$ cat src/pawt_pkg.sv
package pawt_pkg;

    // ************************************************************
    // widths
    // ************************************************************
    localparam int unsigned RATIO_W = 12;        // main/can clock ratio, unsigned 8.4 fixed point
    localparam int unsigned FRAC_W  = 4;
    localparam int unsigned MULT_W  = 3;
    localparam int unsigned NUM_W   = 16;
    localparam int unsigned K_W     = 12;
    localparam int unsigned CNT_W   = 16;

    // ************************************************************
    // access cycle constants
    // ************************************************************
    localparam logic [CNT_W-1:0]   BASE_CLKS  = 16'h0003;
    localparam logic [CNT_W-1:0]   PIPE_CLKS  = 16'h0002;
    localparam logic [NUM_W-1:0]   RATIO_ONE  = 16'h0010;
    localparam logic [NUM_W-1:0]   DIV_BASE   = 16'h0002;
    localparam logic [MULT_W-1:0]  MULT_NONE  = 3'h0;
    localparam logic [MULT_W-1:0]  MULT_X2    = 3'h2;
    localparam logic [MULT_W-1:0]  MULT_X3    = 3'h3;
    localparam logic [MULT_W-1:0]  MULT_X4    = 3'h4;
    localparam logic [MULT_W-1:0]  MULT_X5    = 3'h5;

    // ************************************************************
    // wait control fields
    // ************************************************************
    localparam int unsigned WAIT_UPPER_LSB = 4;
    localparam int unsigned WAIT_LOWER_LSB = 0;

    // ************************************************************
    // register groups behind the bridge
    // ************************************************************
    typedef enum logic [2:0] {
        CLS_NONE,
        CLS_CTRL,
        CLS_HIST_PTR,
        CLS_LOG_PTR,
        CLS_MSG_DATA,
        CLS_MSG_OTHER
    } pawt_cls_t;

    // worst-case ratio multiplier per group and access; zero when no extra wait
    function automatic logic [MULT_W-1:0] k_mult(input pawt_cls_t cls, input logic wr, input logic size16);
        logic [MULT_W-1:0] m;
        m = MULT_NONE;
        unique case (cls)
            CLS_CTRL:      m = MULT_X2;
            CLS_HIST_PTR:  m = wr ? MULT_X2 : MULT_X4;
            CLS_LOG_PTR:   m = wr ? MULT_NONE : MULT_X4;
            CLS_MSG_DATA:  m = wr ? (size16 ? MULT_X3 : MULT_X5) : MULT_X4;
            CLS_MSG_OTHER: m = wr ? MULT_NONE : MULT_X4;
            default:       m = MULT_NONE;
        endcase
        return m;
    endfunction

endpackage

$ cat src/pawt_timer.sv
// Behaviour
// - stall 3+i+j+(2+j)*k clocks total
// - fractional k rounds up to whole
// - i is upper wait-control nibble, 0/1
// - j is lower nibble, addend and divisor
// - control group registers use ratio x1..x2
// - 8-bit message data writes use x4..x5
// - 16-bit message data writes use x2..x3
// - pointer and buffer reads use x3..x4
// - forbidden-clock wait held until reset
// - no next instruction while wait runs
`timescale 1ns/1ns
`default_nettype none
module pawt_timer (
    // clock and reset
    input  wire logic                          i_clk,
    input  wire logic                          i_rst_b,
    // access from the processor core
    input  wire logic                          i_acc_req,
    input  wire logic                          i_acc_wr,
    input  wire logic                          i_acc_size16,
    input  wire pawt_pkg::pawt_cls_t           i_acc_cls,
    // configuration and clock status
    input  wire logic [7:0]                    i_system_wait_control,
    input  wire logic [pawt_pkg::RATIO_W-1:0]  i_clk_ratio,
    input  wire logic                          i_cpu_on_subclk_main_off,
    input  wire logic                          i_cpu_on_int_osc,
    // answer to the processor core
    output logic                               o_stall_ff,
    output logic                               o_done_ff,
    output logic                               o_locked_ff
);

    // ************************************************************
    // decode
    // ************************************************************
    typedef enum logic [1:0] {
        ST_IDLE,
        ST_CALC,
        ST_RUN,
        ST_LOCK
    } pawt_st_t;

    pawt_st_t                      st_ff;
    pawt_st_t                      nxt_st;
    logic [pawt_pkg::MULT_W-1:0]   mult;
    logic                          wait_i;
    logic                          wait_j;
    logic                          wait_i_ff;
    logic                          wait_j_ff;
    logic                          take;
    logic                          forbidden;
    logic [pawt_pkg::K_W-1:0]      k_val;
    logic [pawt_pkg::CNT_W-1:0]    total;
    logic [pawt_pkg::CNT_W-1:0]    cnt_ff;
    logic [pawt_pkg::CNT_W-1:0]    expect_ff;
    logic [pawt_pkg::CNT_W-1:0]    stall_len_ff;

    always_comb begin
        mult      = pawt_pkg::k_mult(i_acc_cls, i_acc_wr, i_acc_size16);
        wait_i    = i_system_wait_control[pawt_pkg::WAIT_UPPER_LSB];
        wait_j    = i_system_wait_control[pawt_pkg::WAIT_LOWER_LSB];
        forbidden = i_cpu_on_subclk_main_off | i_cpu_on_int_osc;
        take      = (st_ff == ST_IDLE) && i_acc_req && (mult != pawt_pkg::MULT_NONE);
    end

    // k is registered inside the helper, which costs the calc cycle
    pawt_kcalc u_kcalc (
        .i_clk   (i_clk),
        .i_rst_b (i_rst_b),
        .i_mult  (mult),
        .i_ratio (i_clk_ratio),
        .i_j     (wait_j),
        .o_k_ff  (k_val)
    );

    always_comb begin
        total = pawt_pkg::BASE_CLKS + pawt_pkg::CNT_W'(wait_i_ff) + pawt_pkg::CNT_W'(wait_j_ff)
              + pawt_pkg::CNT_W'((pawt_pkg::CNT_W'(pawt_pkg::DIV_BASE) + pawt_pkg::CNT_W'(wait_j_ff))
              * pawt_pkg::CNT_W'(k_val));
    end

    // ************************************************************
    // sequencing
    // ************************************************************
    always_comb begin
        nxt_st = st_ff;
        unique case (st_ff)
            ST_IDLE: if (take) begin
                nxt_st = forbidden ? ST_LOCK : ST_CALC;
            end
            ST_CALC: nxt_st = ST_RUN;
            ST_RUN:  if (cnt_ff == '0) begin
                nxt_st = ST_IDLE;
            end
            ST_LOCK: nxt_st = ST_LOCK;
        endcase
    end

    always_ff @(posedge i_clk) begin
        if (!i_rst_b) begin
            st_ff <= ST_IDLE;
        end else begin
            st_ff <= nxt_st;
        end
    end

    // operands latched so a change mid-access cannot shift the count
    always_ff @(posedge i_clk) begin
        if (!i_rst_b) begin
            wait_i_ff <= 1'b0;
            wait_j_ff <= 1'b0;
        end else if (take) begin
            wait_i_ff <= wait_i;
            wait_j_ff <= wait_j;
        end
    end

    always_ff @(posedge i_clk) begin
        if (!i_rst_b) begin
            cnt_ff    <= '0;
            expect_ff <= '0;
        end else if (st_ff == ST_CALC) begin
            cnt_ff    <= total - pawt_pkg::PIPE_CLKS;
            expect_ff <= total;
        end else if (st_ff == ST_RUN && cnt_ff != '0) begin
            cnt_ff    <= cnt_ff - 16'h0001;
        end
    end

    // ************************************************************
    // outputs
    // ************************************************************
    always_ff @(posedge i_clk) begin
        if (!i_rst_b) begin
            o_stall_ff  <= 1'b0;
            o_done_ff   <= 1'b0;
            o_locked_ff <= 1'b0;
        end else begin
            o_stall_ff  <= (nxt_st != ST_IDLE);
            o_done_ff   <= (st_ff == ST_RUN) && (nxt_st == ST_IDLE);
            o_locked_ff <= (nxt_st == ST_LOCK);
        end
    end

    always_ff @(posedge i_clk) begin
        if (!i_rst_b) begin
            stall_len_ff <= '0;
        end else if (o_stall_ff) begin
            stall_len_ff <= stall_len_ff + 16'h0001;
        end else begin
            stall_len_ff <= '0;
        end
    end

    // ************************************************************
    // checks
    // ************************************************************
    a_stall_follows_take: assert property (@(posedge i_clk) disable iff (!i_rst_b)
        take |=> o_stall_ff)
        else $error("stall did not start after a qualifying access");

    a_stall_exact_length: assert property (@(posedge i_clk) disable iff (!i_rst_b)
        (o_done_ff && !o_locked_ff) |-> (stall_len_ff == expect_ff))
        else $error("stall length differs from the access cycle count");

    a_lock_never_ends: assert property (@(posedge i_clk) disable iff (!i_rst_b)
        o_locked_ff |=> (o_locked_ff && o_stall_ff && !o_done_ff))
        else $error("forbidden-clock wait was released without reset");

    a_lock_on_forbidden: assert property (@(posedge i_clk) disable iff (!i_rst_b)
        (take && forbidden) |=> o_locked_ff)
        else $error("access on a forbidden clock did not lock");

    a_done_ends_stall: assert property (@(posedge i_clk) disable iff (!i_rst_b)
        o_done_ff |-> (!o_stall_ff && $past(o_stall_ff)))
        else $error("completion seen while the wait still runs");

    a_i_from_upper: assert property (@(posedge i_clk) disable iff (!i_rst_b)
        take |=> (wait_i_ff == $past(i_system_wait_control[4])))
        else $error("upper wait value not taken from the upper nibble");

    a_j_from_lower: assert property (@(posedge i_clk) disable iff (!i_rst_b)
        take |=> (wait_j_ff == $past(i_system_wait_control[0])))
        else $error("lower wait value not taken from the lower nibble");

    a_ctrl_mult_two: assert property (@(posedge i_clk) disable iff (!i_rst_b)
        (i_acc_cls == pawt_pkg::CLS_CTRL) |-> (mult == 3'h2))
        else $error("control group multiplier wrong");

    a_data_wr_mult: assert property (@(posedge i_clk) disable iff (!i_rst_b)
        (i_acc_cls == pawt_pkg::CLS_MSG_DATA && i_acc_wr) |-> (mult == (i_acc_size16 ? 3'h3 : 3'h5)))
        else $error("message data write multiplier wrong");

    a_read_mult_four: assert property (@(posedge i_clk) disable iff (!i_rst_b)
        (!i_acc_wr && i_acc_cls inside {pawt_pkg::CLS_HIST_PTR, pawt_pkg::CLS_LOG_PTR,
            pawt_pkg::CLS_MSG_DATA, pawt_pkg::CLS_MSG_OTHER}) |-> (mult == 3'h4))
        else $error("pointer or buffer read multiplier wrong");

    a_stall_until_done: assert property (@(posedge i_clk) disable iff (!i_rst_b)
        (o_stall_ff && !o_locked_ff) |=> (o_stall_ff || o_done_ff))
        else $error("wait dropped without completing the access");

    a_skip_unlisted_access: assert property (@(posedge i_clk) disable iff (!i_rst_b)
        (st_ff == ST_IDLE && i_acc_req && mult == pawt_pkg::MULT_NONE) |=> !o_stall_ff)
        else $error("access without extra wait was stalled");

    a_done_one_pulse: assert property (@(posedge i_clk) disable iff (!i_rst_b)
        o_done_ff |=> !o_done_ff)
        else $error("completion pulse longer than one clock");

    a_no_done_locked: assert property (@(posedge i_clk) disable iff (!i_rst_b)
        o_locked_ff |-> !o_done_ff)
        else $error("completion reported during a forbidden-clock wait");

    a_lock_needs_forbid: assert property (@(posedge i_clk) disable iff (!i_rst_b)
        $rose(o_locked_ff) |-> $past(forbidden))
        else $error("lock entered without a forbidden clock");

endmodule
`default_nettype wire

$ cat src/pawt_kcalc.sv
`timescale 1ns/1ns
`default_nettype none
module pawt_kcalc (
    // clock and reset
    input  wire logic                          i_clk,
    input  wire logic                          i_rst_b,
    // operands
    input  wire logic [pawt_pkg::MULT_W-1:0]   i_mult,
    input  wire logic [pawt_pkg::RATIO_W-1:0]  i_ratio,
    input  wire logic                          i_j,
    // result
    output logic      [pawt_pkg::K_W-1:0]      o_k_ff
);

    logic [pawt_pkg::NUM_W-1:0] num;
    logic [pawt_pkg::NUM_W-1:0] div;
    logic [pawt_pkg::NUM_W-1:0] quo;

    // ratio is fixed point, so the divisor carries the same scale
    always_comb begin
        num = pawt_pkg::NUM_W'(i_mult * i_ratio) + pawt_pkg::RATIO_ONE;
        div = (pawt_pkg::DIV_BASE + pawt_pkg::NUM_W'(i_j)) << pawt_pkg::FRAC_W;
        quo = (num + div - 16'h0001) / div;
    end

    always_ff @(posedge i_clk) begin
        if (!i_rst_b) begin
            o_k_ff <= '0;
        end else begin
            o_k_ff <= quo[pawt_pkg::K_W-1:0];
        end
    end

    // the first edge after reset still shows the cleared k, so it is skipped
    a_k_rounds_up: assert property (@(posedge i_clk) disable iff (!i_rst_b)
        $past(i_rst_b) |-> ((32'(o_k_ff) * 32'($past(div)) >= 32'($past(num)))
        && (o_k_ff == '0 || 32'(o_k_ff - 12'h001) * 32'($past(div)) < 32'($past(num)))))
        else $error("k is not the rounded-up quotient");

endmodule
`default_nettype wire

$ cat config.mk
export PLATFORM = sky130hd
export DESIGN_NAME = pawt_timer
export DESIGN_NICKNAME = d
export VERILOG_FILES = /design/src/pawt_pkg.sv /design/src/pawt_timer.sv /design/src/pawt_kcalc.sv
export SDC_FILE = /design/constraint.sdc
export NUM_CORES = 1
export LEC_CHECK = 0
export BUFFER_PORTS_ARGS = -buffer_cell sky130_fd_sc_hd__buf_2
export CAP_MARGIN = 5
export CELL_PAD_IN_SITES_DETAIL_PLACEMENT = 2
export CELL_PAD_IN_SITES_GLOBAL_PLACEMENT = 2
export CORE_ASPECT_RATIO = 1.1
export CORE_MARGIN = 1
export CORE_UTILIZATION = 38
export DETAILED_ROUTE_END_ITERATION = 10
export PLACE_DENSITY = 0.79
export REMOVE_ABC_BUFFERS = 1
export SLEW_MARGIN = 40
export SYNTH_ARGS = -nofsm -noshare
export SYNTH_HDL_FRONTEND = slang
export SYNTH_SLANG_ARGS = --single-unit
$ cat constraint.sdc
create_clock -name i_clk -period 10.3 [get_ports i_clk]
set_clock_uncertainty 0.1 [all_clocks]
set_input_delay 1.03 -clock i_clk [delete_from_list [all_inputs] [get_ports i_clk]]
set_output_delay 1.03 -clock i_clk [all_outputs]
set_load 0.03 [all_outputs]
==> flow_summary.ini <==
[setup_path]
r2r_start = wait_j_ff$_SDFFE_PN0P_
worstSetupStartpointType = input pin
r2r_slack_ns = 6.04
critPathMaxFanout = 7
endpoint = u_kcalc.o_k_ff[0]$_SDFF_PN0_
critPathRequiredTime_ns = 10.40
worstSetupEndpointType = flip-flop
cpPeakStageDelay_ns = 0.54
critical_path.slowest_cell = a2111oi_4
cp-startpoint = i_acc_cls[0]
path_class = in2reg
arrival_ns = 10.11
reg2reg_depth = 17
r2r-end = cnt_ff[12]$_SDFFE_PN0P_

[layout]
diodes = 0
fin_util_pct = 47.76
final_common_cell = buf_4
final_cell_mix = buf_4, nor2_1, nand2_1
drive_gt1_share_pct = 24.64
seq_area_um2 = 680.7
fillerInstances = 1875
multi_input_area_mm2 = 0.005919
nets = 1074
area_growth_pct = 21.24

[floorplan]
die_h_um = 139.4
die-area_mm2 = 0.01769
initial_core_util_pct = 39.40
die_w_um = 126.9
core-area_mm2 = 0.01655
ioPinCount = 33
rows = 49

[placed_design]
post-place-ws_ns = -0.6633
gp_congestion = 0.8769
portBuffers = 26
hpwlAfterDp_um = 20320

[yosys]
synth_cell_types = 105
synth_area_mm2 = 0.006521
ys_warn_count = 0
async_reset_ff_share_pct = 0
netlist_instances = 874
ys_seq_area_share_pct = 10.44
synth_edf_count = 0
ys_ff_latch = 34
avgSynthCellArea_um2 = 7.461
synth_flop_cell = dfxtp_1

[detailed_routing]
viasPerCell = 6.445
ant_nets = 0
wire_per_inst_um = 24.11
dr_total_vias = 7515
drt_first_pass_iters = 4
drc = 0
drt-initial-drc-count = 363
wl_um = 28110

[sta]
maxSlewHeadroom_pct = 45.42
fin_crit_sh_pct = 97.19
hold_viol_final = 0
final_max_slew_viol_count = 0
fmax_mhz = 99.90
layout_min_cycle_time_ns = 10.01
tightest_slew_ns = 0.8187
setup_viol = 0
fin_ws_ns = 0.2899

[clock_tree]
cts_tree = done
clockBufferDepth = 2
clk_pin_slew_ns = 0.06
cts.sinks = 34
h-tree-depth = 2
cts_root_buf = clkbuf_16
clkLatencyLatePin_ns = 0.28
cts_buffers = 5
ctsHoldBuffers = 0

[global_routing]
globalRouteOverflowTotal = 0
grt_pass1_vias = 8061
grt.total_usage_pct = 28.54
grt_pass1_wl_um = 41210
grt_max_degree = 26
antenna_found_initial = 0

[hold_path]
min_path_type = reg2reg
min_path_cells = 2

[power]
p_per_area_mw_per_mm2 = 206.0
ir_worst_vdd_uv = 205.1
p_leak_nw = 3.431

[run_status]
outcome = finished clean

[flow_run]
cap_violations = 0
## cells by family (layout without fill, tap and decap cells)
group	Yosys count	after routing	share of synthesized area (%)
AO/OA/AOI/OAI	306	307	35.25
XOR/XNOR	21	21	2.820
adder cells (fa/ha/maj)	83	83	17.54
buffers and inverters	68	155	4.470
flip-flops	34	34	10.44
multiplexers	14	14	2.264
AND/OR/NAND/NOR	348	348	27.23
## synthesized netlist by cell type, drive strengths merged, types with 9 or more instances
library cell	instances	area, µm²
a211oi	21	180.2
a21o	16	127.6
a21oi	64	327.8
a31oi	9	56.30
and2	32	200.2
and3	17	112.6
buf	11	77.56
clkbuf	21	78.83
dfxtp	34	680.7
fa	14	280.3
ha	69	863.3
inv	36	135.1
nand2	83	321.6
nand2b	11	68.82
nand3	15	90.09
nor2	88	340.3
nor3	39	216.5
nor4	12	75.07
o211ai	15	117.6
o21a	16	130.1
o21ai	54	311.6
o22ai	11	88.83
o31ai	9	100.1
or2	14	87.58
or3	14	92.59
xnor2	11	96.34
xor2	10	87.58
## power breakdown
part	internal, W	leakage (nW)	switching [W]
clock	0.0000959	0.0739	0.0000582
sequential	0.000159	0.279	0.0000297
combinational	0.000504	3.08	0.000782
## timing repair
action | CTS | global route
buffers inserted | 1 | 10
resized for setup | 10 | 62
gates cloned | 0 | 1
pin swaps | 1 | 13
setup endpoints to repair | 2 | 2
hold endpoints to repair | 0 | 0
## worst max-delay path: cells and delay by family
family,cells,cell delay [ns]
simple gates,10,1.87
fa+ha+maj,4,1.53
buf+inv,5,0.83
compound gates,19,4.82
## stage by stage
step           hold slack [ns]   power, W  area [µm²]  TNS (ns)  instances
5_1_grt                 0.4603   0.001730        7906   -0.4465       1166
3_3_place_gp            0.3739   0.001242        7312   -0.2251       1146
3_5_place_dp            0.3959   0.001315        7312    -1.145       1146
2_1_floorplan           0.3588  0.0009215        6365         0        842
6_report                0.4413   0.001628        7906         0       1166
4_1_cts                 0.4100   0.001489        7506         0       1155
## cell type report
cell class | count | area share (%)
repair buffers | 111 | 9.717
flip-flops and latches | 34 | 8.609
clock inverters | 1 | 0.06330
multi-input cells | 773 | 74.87
clock buffers | 7 | 1.804
well taps | 204 | 3.228
inverters | 36 | 1.709
## per-layer routing
layer / up-vias / wire (µm) / global-route usage (%)
li1: 3479 / - / -
met1: 3860 / 11990 / 34.24
met2: 133 / 14880 / 53.38
met3: 43 / 464 / 1.615
met4: 0 / 774 / 9.837
met5: - / 0 / 0
## worst min path at each step
stage | start | endpoint | slack (ns)
after floorplan | cnt_ff[0]$_SDFFE_PN0P_ | cnt_ff[0]$_SDFFE_PN0P_ | 0.36
after global placement | cnt_ff[14]$_SDFFE_PN0P_ | cnt_ff[14]$_SDFFE_PN0P_ | 0.37
after detailed placement | cnt_ff[14]$_SDFFE_PN0P_ | cnt_ff[14]$_SDFFE_PN0P_ | 0.40
after CTS | cnt_ff[14]$_SDFFE_PN0P_ | cnt_ff[14]$_SDFFE_PN0P_ | 0.41
after global routing | cnt_ff[14]$_SDFFE_PN0P_ | cnt_ff[14]$_SDFFE_PN0P_ | 0.46
final | cnt_ff[14]$_SDFFE_PN0P_ | cnt_ff[14]$_SDFFE_PN0P_ | 0.44
## sequential cells by signal, summed over array words and instances (netlist names)
register        flops
o_stall_ff          1
wait_j_ff           1
cnt_ff             16
wait_i_ff           1
u_kcalc.o_k_ff     11
o_done_ff           1
st_ff               2
o_locked_ff         1
Power figures use the tool's default switching activity.
